**src/inc/sbst_pkg.sv**
```systemverilog
/*
  sbst_pkg: constants and types for the memory boundary-scan test port.
  assumes: one system clock samples the test pins; no software registers.
*/
package sbst_pkg;
  localparam int          IR_W        = 3;
  localparam int          ID_W        = 32;
  localparam int          BSC_WIDE    = 70;
  localparam int          BSC_NARROW  = 51;
  localparam int          BSC_MAX     = 70;
  localparam logic [2:0]  IR_FLOAT_A  = 3'h0;
  localparam logic [2:0]  IR_IDENT    = 3'h1;
  localparam logic [2:0]  IR_FLOAT_B  = 3'h2;
  localparam logic [2:0]  IR_SAMPLE   = 3'h4;
  localparam logic [2:0]  IR_CAP      = 3'h1;
  localparam int          ID_REV_LSB  = 28;
  localparam int          ID_CFG_LSB  = 18;
  localparam int          ID_VND_LSB  = 12;
  localparam int          ID_MFR_LSB  = 1;
  // arbitrary identity values, not those of any part
  localparam logic [3:0]  ID_REV      = 4'h1;
  localparam logic [9:0]  ID_CFG_WIDE = 10'h2A5;
  localparam logic [9:0]  ID_CFG_NARR = 10'h15A;
  localparam logic [5:0]  ID_VND      = 6'h2D;
  localparam logic [10:0] ID_MFR      = 11'h3C5;
  // unconnected places sit at these cell numbers (one-based from serial out)
  localparam int          NC_WIDE_A   = 34;
  localparam int          NC_WIDE_B   = 37;
  localparam int          NC_NARR_A   = 24;
  localparam int          NC_NARR_B   = 27;
  localparam int          TDO_MAX_NS  = 10;
  localparam int          CLK_NS      = 50;
  localparam int          TDO_CYC     = (TDO_MAX_NS / CLK_NS) < 1 ? 1 :
                                        (TDO_MAX_NS / CLK_NS);

  typedef enum logic [3:0] {
    ST_RESET, ST_IDLE, ST_SEL_DR, ST_CAP_DR, ST_SH_DR, ST_EX1_DR,
    ST_PAUSE_DR, ST_EX2_DR, ST_UPD_DR, ST_SEL_IR, ST_CAP_IR, ST_SH_IR,
    ST_EX1_IR, ST_PAUSE_IR, ST_EX2_IR, ST_UPD_IR
  } sbst_state_t;

  typedef struct packed {
    logic mode_sel;
    logic ser_in;
  } sbst_pins_t;
endpackage : sbst_pkg

```
**src/core/sbst_sync.sv**
```systemverilog
/*
  sbst_sync: two-flop synchroniser for the test pins plus test clock edges.
  assumes: inputs are asynchronous to i_clk; undriven pins arrive as 1.
*/
`timescale 1ns/10ps
`default_nettype none
module sbst_sync #(
  parameter int W = 3
) (
  input  wire logic         i_clk,
  input  wire logic         i_srst,
  input  wire logic [W-1:0] i_async,
  output logic      [W-1:0] o_sync,
  output logic      [W-1:0] o_prev
);
  logic [W-1:0] meta_reg;
  logic [W-1:0] meta_next;
  logic [W-1:0] sync_reg;
  logic [W-1:0] sync_next;
  logic [W-1:0] prev_reg;
  logic [W-1:0] prev_next;

  always_comb begin
    meta_next = i_async;
    sync_next = meta_reg;
    prev_next = sync_reg;
  end

  // zero reset: test clock parks low, so no false edge after reset
  always_ff @(posedge i_clk) begin
    if (i_srst) begin
      meta_reg <= '0;
      sync_reg <= '0;
      prev_reg <= '0;
    end else begin
      meta_reg <= meta_next;
      sync_reg <= sync_next;
      prev_reg <= prev_next;
    end
  end

  assign o_sync = sync_reg;
  assign o_prev = prev_reg;
endmodule // sbst_sync
`default_nettype wire

```
**src/core/sbst_tap.sv**
```systemverilog
/*
  sbst_tap: boundary-scan test port of a pipelined memory, device side.
  assumes: test clock sampled by i_clk (20 MHz), test clock far slower;
  i_pad carries the pad levels that the boundary cells observe.
*/
`timescale 1ns/10ps
`default_nettype none
module sbst_tap #(
  parameter bit WIDE = 1'b1,
  parameter int NCELL = WIDE ? sbst_pkg::BSC_WIDE : sbst_pkg::BSC_NARROW
) (
  input  wire logic                         i_clk,
  input  wire logic                         i_srst,
  input  wire logic                         i_tck,
  input  wire sbst_pkg::sbst_pins_t         i_pins,
  input  wire logic [sbst_pkg::BSC_MAX-1:0] i_pad,
  output logic                              o_tdo,
  output logic                              o_tdo_oe,
  output logic                              o_data_float
);
  logic [2:0] s_sync;
  logic [2:0] s_prev;
  logic       tck_rise;
  logic       tck_fall;
  logic [sbst_pkg::BSC_MAX-1:0] pad_sync;

  // undriven pins are pulled to 1 at the pad
  sbst_sync #(.W(3)) u_sync (
    .i_clk   (i_clk),
    .i_srst  (i_srst),
    .i_async ({i_tck, i_pins.mode_sel, i_pins.ser_in}),
    .o_sync  (s_sync),
    .o_prev  (s_prev)
  );

  // pads are asynchronous to i_clk as well
  sbst_sync #(.W(sbst_pkg::BSC_MAX)) u_pad_sync (
    .i_clk   (i_clk),
    .i_srst  (i_srst),
    .i_async (i_pad),
    .o_sync  (pad_sync),
    .o_prev  ()
  );

  assign tck_rise = s_sync[2] & ~s_prev[2];
  assign tck_fall = ~s_sync[2] & s_prev[2];

  sbst_pkg::sbst_state_t st_reg;
  sbst_pkg::sbst_state_t st_next;
  logic [2:0]            ir_reg;
  logic [2:0]            ir_next;
  logic [2:0]            irsh_reg;
  logic [2:0]            irsh_next;
  logic                  byp_reg;
  logic                  byp_next;
  logic [31:0]           id_reg;
  logic [31:0]           id_next;
  logic [NCELL-1:0]      bsc_reg;
  logic [NCELL-1:0]      bsc_next;
  logic                  tdo_reg;
  logic                  tdo_next;
  logic                  oe_reg;
  logic                  oe_next;
  logic                  flt_reg;
  logic                  flt_next;
  logic                  ser_bit;
  logic                  tms;
  logic                  tdi;
  logic [31:0]           id_word;
  logic [NCELL-1:0]      pad_obs;
  logic                  is_bsc;
  logic                  is_id;
  logic                  is_byp;

  assign tms = s_sync[1];
  assign tdi = s_sync[0];

  assign id_word = {sbst_pkg::ID_REV,
                    WIDE ? sbst_pkg::ID_CFG_WIDE : sbst_pkg::ID_CFG_NARR,
                    sbst_pkg::ID_VND, sbst_pkg::ID_MFR, 1'b1};

  // cells only observe pads; unconnected places forced low
  genvar g;
  generate
    for (g = 0; g < NCELL; g++) begin : g_cell
      if ((WIDE && (g == sbst_pkg::NC_WIDE_A - 1 ||
                    g == sbst_pkg::NC_WIDE_B - 1)) ||
          (!WIDE && (g == sbst_pkg::NC_NARR_A - 1 ||
                     g == sbst_pkg::NC_NARR_B - 1))) begin : g_nc
        assign pad_obs[g] = 1'b0;
      end else begin : g_pad
        assign pad_obs[g] = pad_sync[g];
      end
    end
  endgenerate

  // decode
  assign is_bsc = (ir_reg == sbst_pkg::IR_FLOAT_A) ||
                  (ir_reg == sbst_pkg::IR_FLOAT_B) ||
                  (ir_reg == sbst_pkg::IR_SAMPLE);
  assign is_id  = (ir_reg == sbst_pkg::IR_IDENT);
  assign is_byp = !is_bsc && !is_id;

  // standard diagram, advanced only on a rising test clock
  always_comb begin
    st_next = st_reg;
    if (tck_rise) begin
      case (st_reg)
        sbst_pkg::ST_RESET:    st_next = tms ? sbst_pkg::ST_RESET
                                             : sbst_pkg::ST_IDLE;
        sbst_pkg::ST_IDLE:     st_next = tms ? sbst_pkg::ST_SEL_DR
                                             : sbst_pkg::ST_IDLE;
        sbst_pkg::ST_SEL_DR:   st_next = tms ? sbst_pkg::ST_SEL_IR
                                             : sbst_pkg::ST_CAP_DR;
        sbst_pkg::ST_CAP_DR:   st_next = tms ? sbst_pkg::ST_EX1_DR
                                             : sbst_pkg::ST_SH_DR;
        sbst_pkg::ST_SH_DR:    st_next = tms ? sbst_pkg::ST_EX1_DR
                                             : sbst_pkg::ST_SH_DR;
        sbst_pkg::ST_EX1_DR:   st_next = tms ? sbst_pkg::ST_UPD_DR
                                             : sbst_pkg::ST_PAUSE_DR;
        sbst_pkg::ST_PAUSE_DR: st_next = tms ? sbst_pkg::ST_EX2_DR
                                             : sbst_pkg::ST_PAUSE_DR;
        sbst_pkg::ST_EX2_DR:   st_next = tms ? sbst_pkg::ST_UPD_DR
                                             : sbst_pkg::ST_SH_DR;
        sbst_pkg::ST_UPD_DR:   st_next = tms ? sbst_pkg::ST_SEL_DR
                                             : sbst_pkg::ST_IDLE;
        sbst_pkg::ST_SEL_IR:   st_next = tms ? sbst_pkg::ST_RESET
                                             : sbst_pkg::ST_CAP_IR;
        sbst_pkg::ST_CAP_IR:   st_next = tms ? sbst_pkg::ST_EX1_IR
                                             : sbst_pkg::ST_SH_IR;
        sbst_pkg::ST_SH_IR:    st_next = tms ? sbst_pkg::ST_EX1_IR
                                             : sbst_pkg::ST_SH_IR;
        sbst_pkg::ST_EX1_IR:   st_next = tms ? sbst_pkg::ST_UPD_IR
                                             : sbst_pkg::ST_PAUSE_IR;
        sbst_pkg::ST_PAUSE_IR: st_next = tms ? sbst_pkg::ST_EX2_IR
                                             : sbst_pkg::ST_PAUSE_IR;
        sbst_pkg::ST_EX2_IR:   st_next = tms ? sbst_pkg::ST_UPD_IR
                                             : sbst_pkg::ST_SH_IR;
        sbst_pkg::ST_UPD_IR:   st_next = tms ? sbst_pkg::ST_SEL_DR
                                             : sbst_pkg::ST_IDLE;
        default:               st_next = sbst_pkg::ST_RESET;
      endcase
    end
  end

  // registers shift or capture on the rising edge of the test clock
  always_comb begin
    ir_next   = ir_reg;
    irsh_next = irsh_reg;
    byp_next  = byp_reg;
    id_next   = id_reg;
    bsc_next  = bsc_reg;
    if (st_reg == sbst_pkg::ST_RESET) begin
      ir_next = sbst_pkg::IR_IDENT;
    end
    if (tck_rise) begin
      case (st_reg)
        sbst_pkg::ST_CAP_IR: irsh_next = sbst_pkg::IR_CAP;
        sbst_pkg::ST_SH_IR:  irsh_next = {tdi, irsh_reg[2:1]};
        sbst_pkg::ST_CAP_DR: begin
          id_next  = id_word;
          bsc_next = pad_obs;
        end
        sbst_pkg::ST_SH_DR: begin
          if (is_id) begin
            id_next = {tdi, id_reg[31:1]};
          end
          if (is_bsc) begin
            bsc_next = {tdi, bsc_reg[NCELL-1:1]};
          end
          if (is_byp) begin
            byp_next = tdi; // held after exit
          end
        end
        default: begin
        end
      endcase
    end
    // update taken at the rising edge leaving the update state
    if (tck_rise && st_reg == sbst_pkg::ST_UPD_IR) begin
      ir_next = irsh_reg;
      byp_next = 1'b0;
    end
  end

  // serial output launched on the falling test clock
  always_comb begin
    ser_bit = byp_reg;
    if (st_reg == sbst_pkg::ST_SH_IR) begin
      ser_bit = irsh_reg[0];
    end else if (is_id) begin
      ser_bit = id_reg[0];
    end else if (is_bsc) begin
      ser_bit = bsc_reg[0];
    end
    tdo_next = tdo_reg;
    oe_next  = oe_reg;
    if (tck_fall) begin
      tdo_next = ser_bit;
      oe_next  = (st_reg == sbst_pkg::ST_SH_DR) ||
                 (st_reg == sbst_pkg::ST_SH_IR);
    end
    // float only for the two float codes, plain sample drives
    flt_next = (ir_reg == sbst_pkg::IR_FLOAT_A) ||
               (ir_reg == sbst_pkg::IR_FLOAT_B);
  end

  // power-up reset stands for the missing test reset
  always_ff @(posedge i_clk) begin
    if (i_srst) begin
      st_reg   <= sbst_pkg::ST_RESET;
      ir_reg   <= sbst_pkg::IR_IDENT;
      irsh_reg <= '0;
      byp_reg  <= 1'b0;
      id_reg   <= '0;
      bsc_reg  <= '0;
      tdo_reg  <= 1'b0;
      oe_reg   <= 1'b0;
      flt_reg  <= 1'b0;
    end else begin
      st_reg   <= st_next;
      ir_reg   <= ir_next;
      irsh_reg <= irsh_next;
      byp_reg  <= byp_next;
      id_reg   <= id_next;
      bsc_reg  <= bsc_next;
      tdo_reg  <= tdo_next;
      oe_reg   <= oe_next;
      flt_reg  <= flt_next;
    end
  end

  assign o_tdo        = tdo_reg;
  assign o_tdo_oe     = oe_reg;
  assign o_data_float = flt_reg;
endmodule // sbst_tap
`default_nettype wire

```
**config.mk**
```make
export PLATFORM = sky130hd
export DESIGN_NAME = sbst_tap
export DESIGN_NICKNAME = d
export VERILOG_FILES = /design/src/inc/sbst_pkg.sv /design/src/core/sbst_sync.sv /design/src/core/sbst_tap.sv
export SDC_FILE = /design/constraint.sdc
export NUM_CORES = 1
export LEC_CHECK = 0
export BUFFER_PORTS_ARGS = -buffer_cell sky130_fd_sc_hd__buf_2
export CELL_PAD_IN_SITES_DETAIL_PLACEMENT = 1
export CELL_PAD_IN_SITES_GLOBAL_PLACEMENT = 1
export CORE_AREA = 2 2 147 149
export CTS_BUF_LIST = sky130_fd_sc_hd__clkbuf_4 sky130_fd_sc_hd__clkbuf_8
export DETAILED_ROUTE_END_ITERATION = 7
export DIE_AREA = 0 0 149 151
export PLACE_DENSITY_LB_ADDON = 0.1
export REMOVE_ABC_BUFFERS = 1
export SLEW_MARGIN = 40
export SYNTH_ARGS = -nofsm -noshare
export SYNTH_HDL_FRONTEND = slang
export SYNTH_SLANG_ARGS = --single-unit
```
**constraint.sdc**
```tcl
create_clock -name i_clk -period 1.7 [get_ports i_clk]
set_clock_uncertainty 0.2 [all_clocks]
set_input_delay 0.255 -clock i_clk [delete_from_list [all_inputs] [get_ports i_clk]]
set_output_delay 0.255 -clock i_clk [all_outputs]
set_load 0.01 [all_outputs]
```
Word level (Yosys, flattened, before mapping)
Cells that the tools add are included.

operators by class
  muxes and demuxes = 23
  reduce and logical (&&, ||, !) cells = 20
  bitwise logic cells = 4
  equal/unequal tests = 20

operator list
  operator                                                                number
  70-bit one-hot mux with 2 select lines                                  1
  70-bit two-way mux                                                      1
  32-bit one-hot mux with 2 select lines                                  1
  4-bit one-hot mux with 12 select lines                                  1
  4-bit equality test (second input constant)                             8
  32-bit two-way mux                                                      1
  4-bit by 3-bit equality test with 1-bit output (second input constant)  4
  4-bit two-way mux                                                       4
  3-bit two-way mux                                                       4
  3-bit AND reduction                                                     3
  4-bit by 2-bit equality test with 1-bit output (second input constant)  2
  1-bit two-way mux                                                       6
  2-bit two-way mux                                                       3
  3-bit one-hot mux with 2 select lines                                   1
  2-bit nonzero test                                                      3
  2-bit OR reduction                                                      3
  4-bit by 1-bit equality test with 1-bit output (second input constant)  1
  4-bit logical NOT                                                       1
  2-bit != test (second input constant)                                   2
  3-bit by 1-bit equality test with 1-bit output (second input constant)  1
  3-bit by 2-bit equality test with 1-bit output (second input constant)  1
  3-bit equality test (second input constant)                             1
  3-bit logical NOT                                                       1
  1-bit logical OR                                                        3
  6 further kinds                                                         10

word-level totals
  logic and storage cells = 81
  output and inout bits = 3
  register bits = 265

Longest topological paths before layout
  depth after elaboration = 6
  gate-level depth with buffers = 7
  depth with buffers taken out = 4

Modules after synthesis
From an unflattened synthesis, not the netlist that was laid out.

second synthesis, totals
  cells, all modules = 1046
  area total of the unflattened synthesis = 11263.3 um2

by module, submodules not included
  module                  area each (um2)  instances  cells each
  sbst_sync (u_pad_sync)  5666.7           1          443
  sbst_tap                5360.1           1          585
  sbst_sync (u_sync)      236.5            1          18

Worst setup path before layout
Ideal clock, no wire load.

  path kind = register -> register
  start = register u_sync.sync_reg[2] (netlist: u_sync.o_sync[2])
  end = register bsc_reg[53]
  period minus slack after synthesis = 1728 ps
  library setup time = 143 ps
  data arrival time = 1385 ps
  buffers on the path = 3
  cell stages (with the launch flop) = 8
  path slack = -28 ps
  required time = 1357 ps
  cell sequence = dfxtp_1 > nor2b_1 > buf_4 > nand2_1 > nor2_1 > buf_2 > buf_4 > a211oi_1

on the way
  word-level cells in the longest chain between the ends = 2

RTL lines
  item                                  line             text
  from (decl)                           sbst_sync.sv:18  logic [W-1:0] sync_reg;
  from (signal assigned)                sbst_sync.sv:37  sync_reg <= sync_next;
  1-bit AND                             sbst_tap.sv:45   assign tck_rise = s_sync[2] & ~s_prev[2];
  3-bit AND reduction (no source line)  n/a
  to (signal assigned)                  sbst_tap.sv:226  bsc_reg <= bsc_next;
  to (decl)                             sbst_tap.sv:58   logic [NCELL-1:0] bsc_reg;

Every way passes these cells.
A chain may end at the register's enable or synchronous reset.

Worst setup path in the final report
  start = register st_reg[1]
  end = register bsc_reg[46]

on the way
  word-level cells in the longest chain between the ends = 3
  elaborated cells on any way between the ends = 6
  those cells by class = 3 x eq/ne; 1 x mux; 2 x reduce/logical

RTL lines
  item                                                                                                                     line             text
  from (decl)                                                                                                              sbst_tap.sv:48   sbst_pkg::sbst_state_t st_reg;
  from (signal assigned)                                                                                                   sbst_tap.sv:211  st_reg <= sbst_pkg::ST_RESET;
  from (signal assigned)                                                                                                   sbst_tap.sv:221  st_reg <= st_next;
  4-bit by 3-bit equality test with 1-bit output / 4-bit by 2-bit equality test with 1-bit output (equally long branches)  sbst_tap.sv:157  case (st_reg)
  2-bit != test (no source line) / 2-bit nonzero test (equally long branches)                                              n/a
  3-bit AND reduction (no source line)                                                                                     n/a

Several ways; a longest one is shown, not always the timed one.

==> out/qor.yml <==
outcome:
  outcome: "complete, but fails checks"
  violations: "setup timing"
worst_hold_path:
  hold_class: "reg -> reg"
  worst_hold_startpoint: "u_pad_sync.meta_reg[55]"
worst_setup_path:
  endpoint_kind: "flop"
  startpoint: "st_reg[1]"
  cp_data_arrival_time_ns: 2.10
  worstPathMaxFanout: 5
  worstSetupStartpointType: "flop"
  r2r_start: "st_reg[1]"
  worstSetupPathType: "reg -> reg"
  max_stage_delay_ns: 0.36
  worst_path_max_delay_cell: "dfxtp_2"
  crit_required_ns: 1.94
  crit_top_cell: "buf_6"
  worstPathCellList: "nor4b_4 > buf_6 > buf_12 > buf_6 > mux2i_1 > a211oi_1"
route:
  vias: 7099
  routed_via_density: 5.16
  drtIter0Drc: 291
  drc: 0
  detail_route.wl_per_cell_um: 17.7
  ant_nets: 0
  firstDrtPassIters: 6
  wirelength_um: 24400
run:
  maxCapViolCount: 0
timing:
  slew_headroom_pct: 70.1
  worstMarginPinSlew_ns: 0.448
  fin_crit_sh_pct: 110
  finalSetupViolations: 88
  fmax_mhz: 536
  maxSlewViolCount: 0
  rsz0062_at_grt: "yes"
  hold_viol_final: 0
  fin_ws_ns: -0.166
  finalCriticalPeriod_ns: 1.87
  fin_tns_setup_ns: -6.39
finish:
  drive_above_1_share_pct: 30.5
  area_delta_synth_final_pct: 41.1
  fin_area_sq_um: 12800
  largest_reg_flops: 70
  fin_nets: 1150
  post-route-util_pct: 61.7
  nFillCells: 2182
  antenna_cells: 0
logic_synthesis:
  seq_area_frac_synth_pct: 57.0
  synth_cells: 878
  netlist_area_sq_um: 9100
  synth_edf_count: 0
  ys_seq_elements: 259
  ys_async_sr_fraction_pct: 0
  avgSynthCellArea_sq_um: 10.4
  yosysUniqueCellTypes: 42
  synthFlopType: "dfxtp_1"
  ys_warn_count: 0
power_and_ir_drop:
  combPwrFrac_pct: 5.0
  clkPwrFrac_pct: 46.1
  p_leak_uw: 0.00461
  seqPwrFrac_pct: 48.9
  switching_power_uw: 2800
  cell_internal_pwr_uw: 10100
  p_sw_share_pct: 21.8
  p_per_area_nw_per_um2: 1000
  ir_drop_mv: 0.732
die:
  die_h_um: 151
  core_region_area_sq_um: 20800
  die-width_um: 149
  ioPinCount: 78
  initial_utilization_pct: 43.7
  die-area_sq_um: 22500
  rows: 53
clocking:
  cts.sinks: 259
  cts_tree: "built"
  ctsLongestPathBuffers: 3
  insertion_delay_ns: 0.55
  cts.clk_slew.worst_paths_ns: 0.07
  cts_buffers: 43
  cts-root-buf: "clkbuf_8"
  h-tree-depth: 2
place:
  portBuffers: 75
  hpwl_um: 12000
  dpl_cell_area_sq_um: 10100
  gp_congestion: 0.833
global_routing:
  grt_util_all_layers_pct: 20.0
  antenna_found_initial: 0
  overflow: 0
  grt_pass1_wl_um: 36200
  grt_pass1_vias: 7339
  grt_max_degree: 50
-- layout by cell type, fill, tap and decap left out, types with 10 or more instances in the layout --
cell	instances
mux2i_2	20
clkbuf_16	10
a21oi_1	100
mux2i_1	42
dlygate4sd3_1	74
a211oi_2	40
a211oi_1	31
nor2b_1	144
buf_4	29
clkbuf_8	54
dfxtp_1	254
buf_6	14
nor3_1	21
buf_2	74
nand4_1	18
buf_12	21
o21ai_1	10
nor2_1	24
-- routing by layer --
layer | routed length (um) | GRT usage (%) | vias to the layer above
met3 | 665 | 3.49 | 46
met1 | 10400 | 23.5 | 3473
met4 | 571 | 7.38 | 0
met5 | 0 | 0 | -
li1 | - | - | 3459
met2 | 12800 | 36.4 | 121
-- per-stage QoR --
stage                     setup WS [ns]  hold WS [ns]  cells  power (uW)
after floorplan                   -6.78         0.120    800        6580
after CTS                        -0.116         0.217   1355       12900
after global placement          -0.0593         0.220   1199        6850
after detailed placement        -0.0982         0.225   1199        6870
after global routing             -0.227         0.239   1376       13300
final                            -0.166         0.237   1376       12900
-- cells in the mapped netlist, types with 2 or more instances --
cell type  number  area, sq um
nand2_1         9         33.8
mux2i_1        69          691
nand4_1        18          113
o22ai_1         2         12.5
dfxtp_1       259         5180
buf_1           4         15.0
nand3_1         5         25.0
a32oi_1         2         17.5
o21ai_0        20          100
buf_6           3         33.8
nor3b_1         2         15.0
clkbuf_1       38          143
o211ai_1        4         30.0
a21oi_1       111          556
buf_4           7         52.6
nor3_1         23          115
a211oi_1       61          458
inv_1           5         18.8
nand2b_1        2         12.5
a211oi_2       10          125
nor3b_2         2         25.0
a311oi_1        2         17.5
nor2_1         31          116
nor2b_1       145          907
a21o_1          2         15.0
buf_2          26          130
-- cell type report --
type	instances	area (sq um)	area share [%]
Tap cell	275	344	2.68
Sequential cell	259	5200	40.5
Clock buffer	62	803	6.26
Multi-Input combinational cell	536	4000	31.2
Timing Repair Buffer	230	2340	18.3
Inverter	5	18.8	0.146
Clock inverter	9	130	1.01
-- power by group through the flow --
stage	registers, uW	logic, uW	clock network, uW
after floorplan	6390	182	0
after global placement	6410	442	0
after detailed placement	6410	462	0
after global routing	6290	703	6350
after CTS	6280	609	6050
final	6290	644	5940
-- path summary, 6_finish.rpt --
check                     endpoint  slack, ns  depth (start not counted)
min          u_pad_sync.o_sync[55]       0.24                          1
min reg2reg  u_pad_sync.o_sync[55]       0.24                          1
max                    bsc_reg[46]      -0.17                          6
max reg2reg            bsc_reg[46]      -0.17                          6
-- kinds of logic (layout without fill, tap and decap cells) --
| logic type | Yosys count | after routing | synth area share (%) |
|---|---|---|---|
| xor gates and xnor gates | 2 | 2 | 0.193 |
| buffers and inverters | 83 | 306 | 4.32 |
| muxes | 69 | 69 | 7.59 |
| adders and majority gates | 1 | 1 | 0.110 |
| AOI/OAI and AO/OA | 221 | 221 | 15.2 |
| and+or+nand+nor | 243 | 243 | 15.6 |
| DFF | 259 | 259 | 57.0 |
-- timing repair --
action,4_1_cts,5_1_grt
pin swaps,40,25
hold buffers,74,0
buffers inserted,6,7
resized for setup,31,108
cloned,5,14
setup endpoints to repair,104,109
hold endpoints to repair,80,0
-- critical path, delay by kind of cell, from the launching register on --
family	cells	cell delay (ns)
multiplexers	1	0.08
AND/OR/NAND/NOR	1	0.29
flip-flops	1	0.36
AO/OA/AOI/OAI	1	0.33
buffers and inverters	3	0.47
No activity file was read; power rests on OpenSTA's default activity.
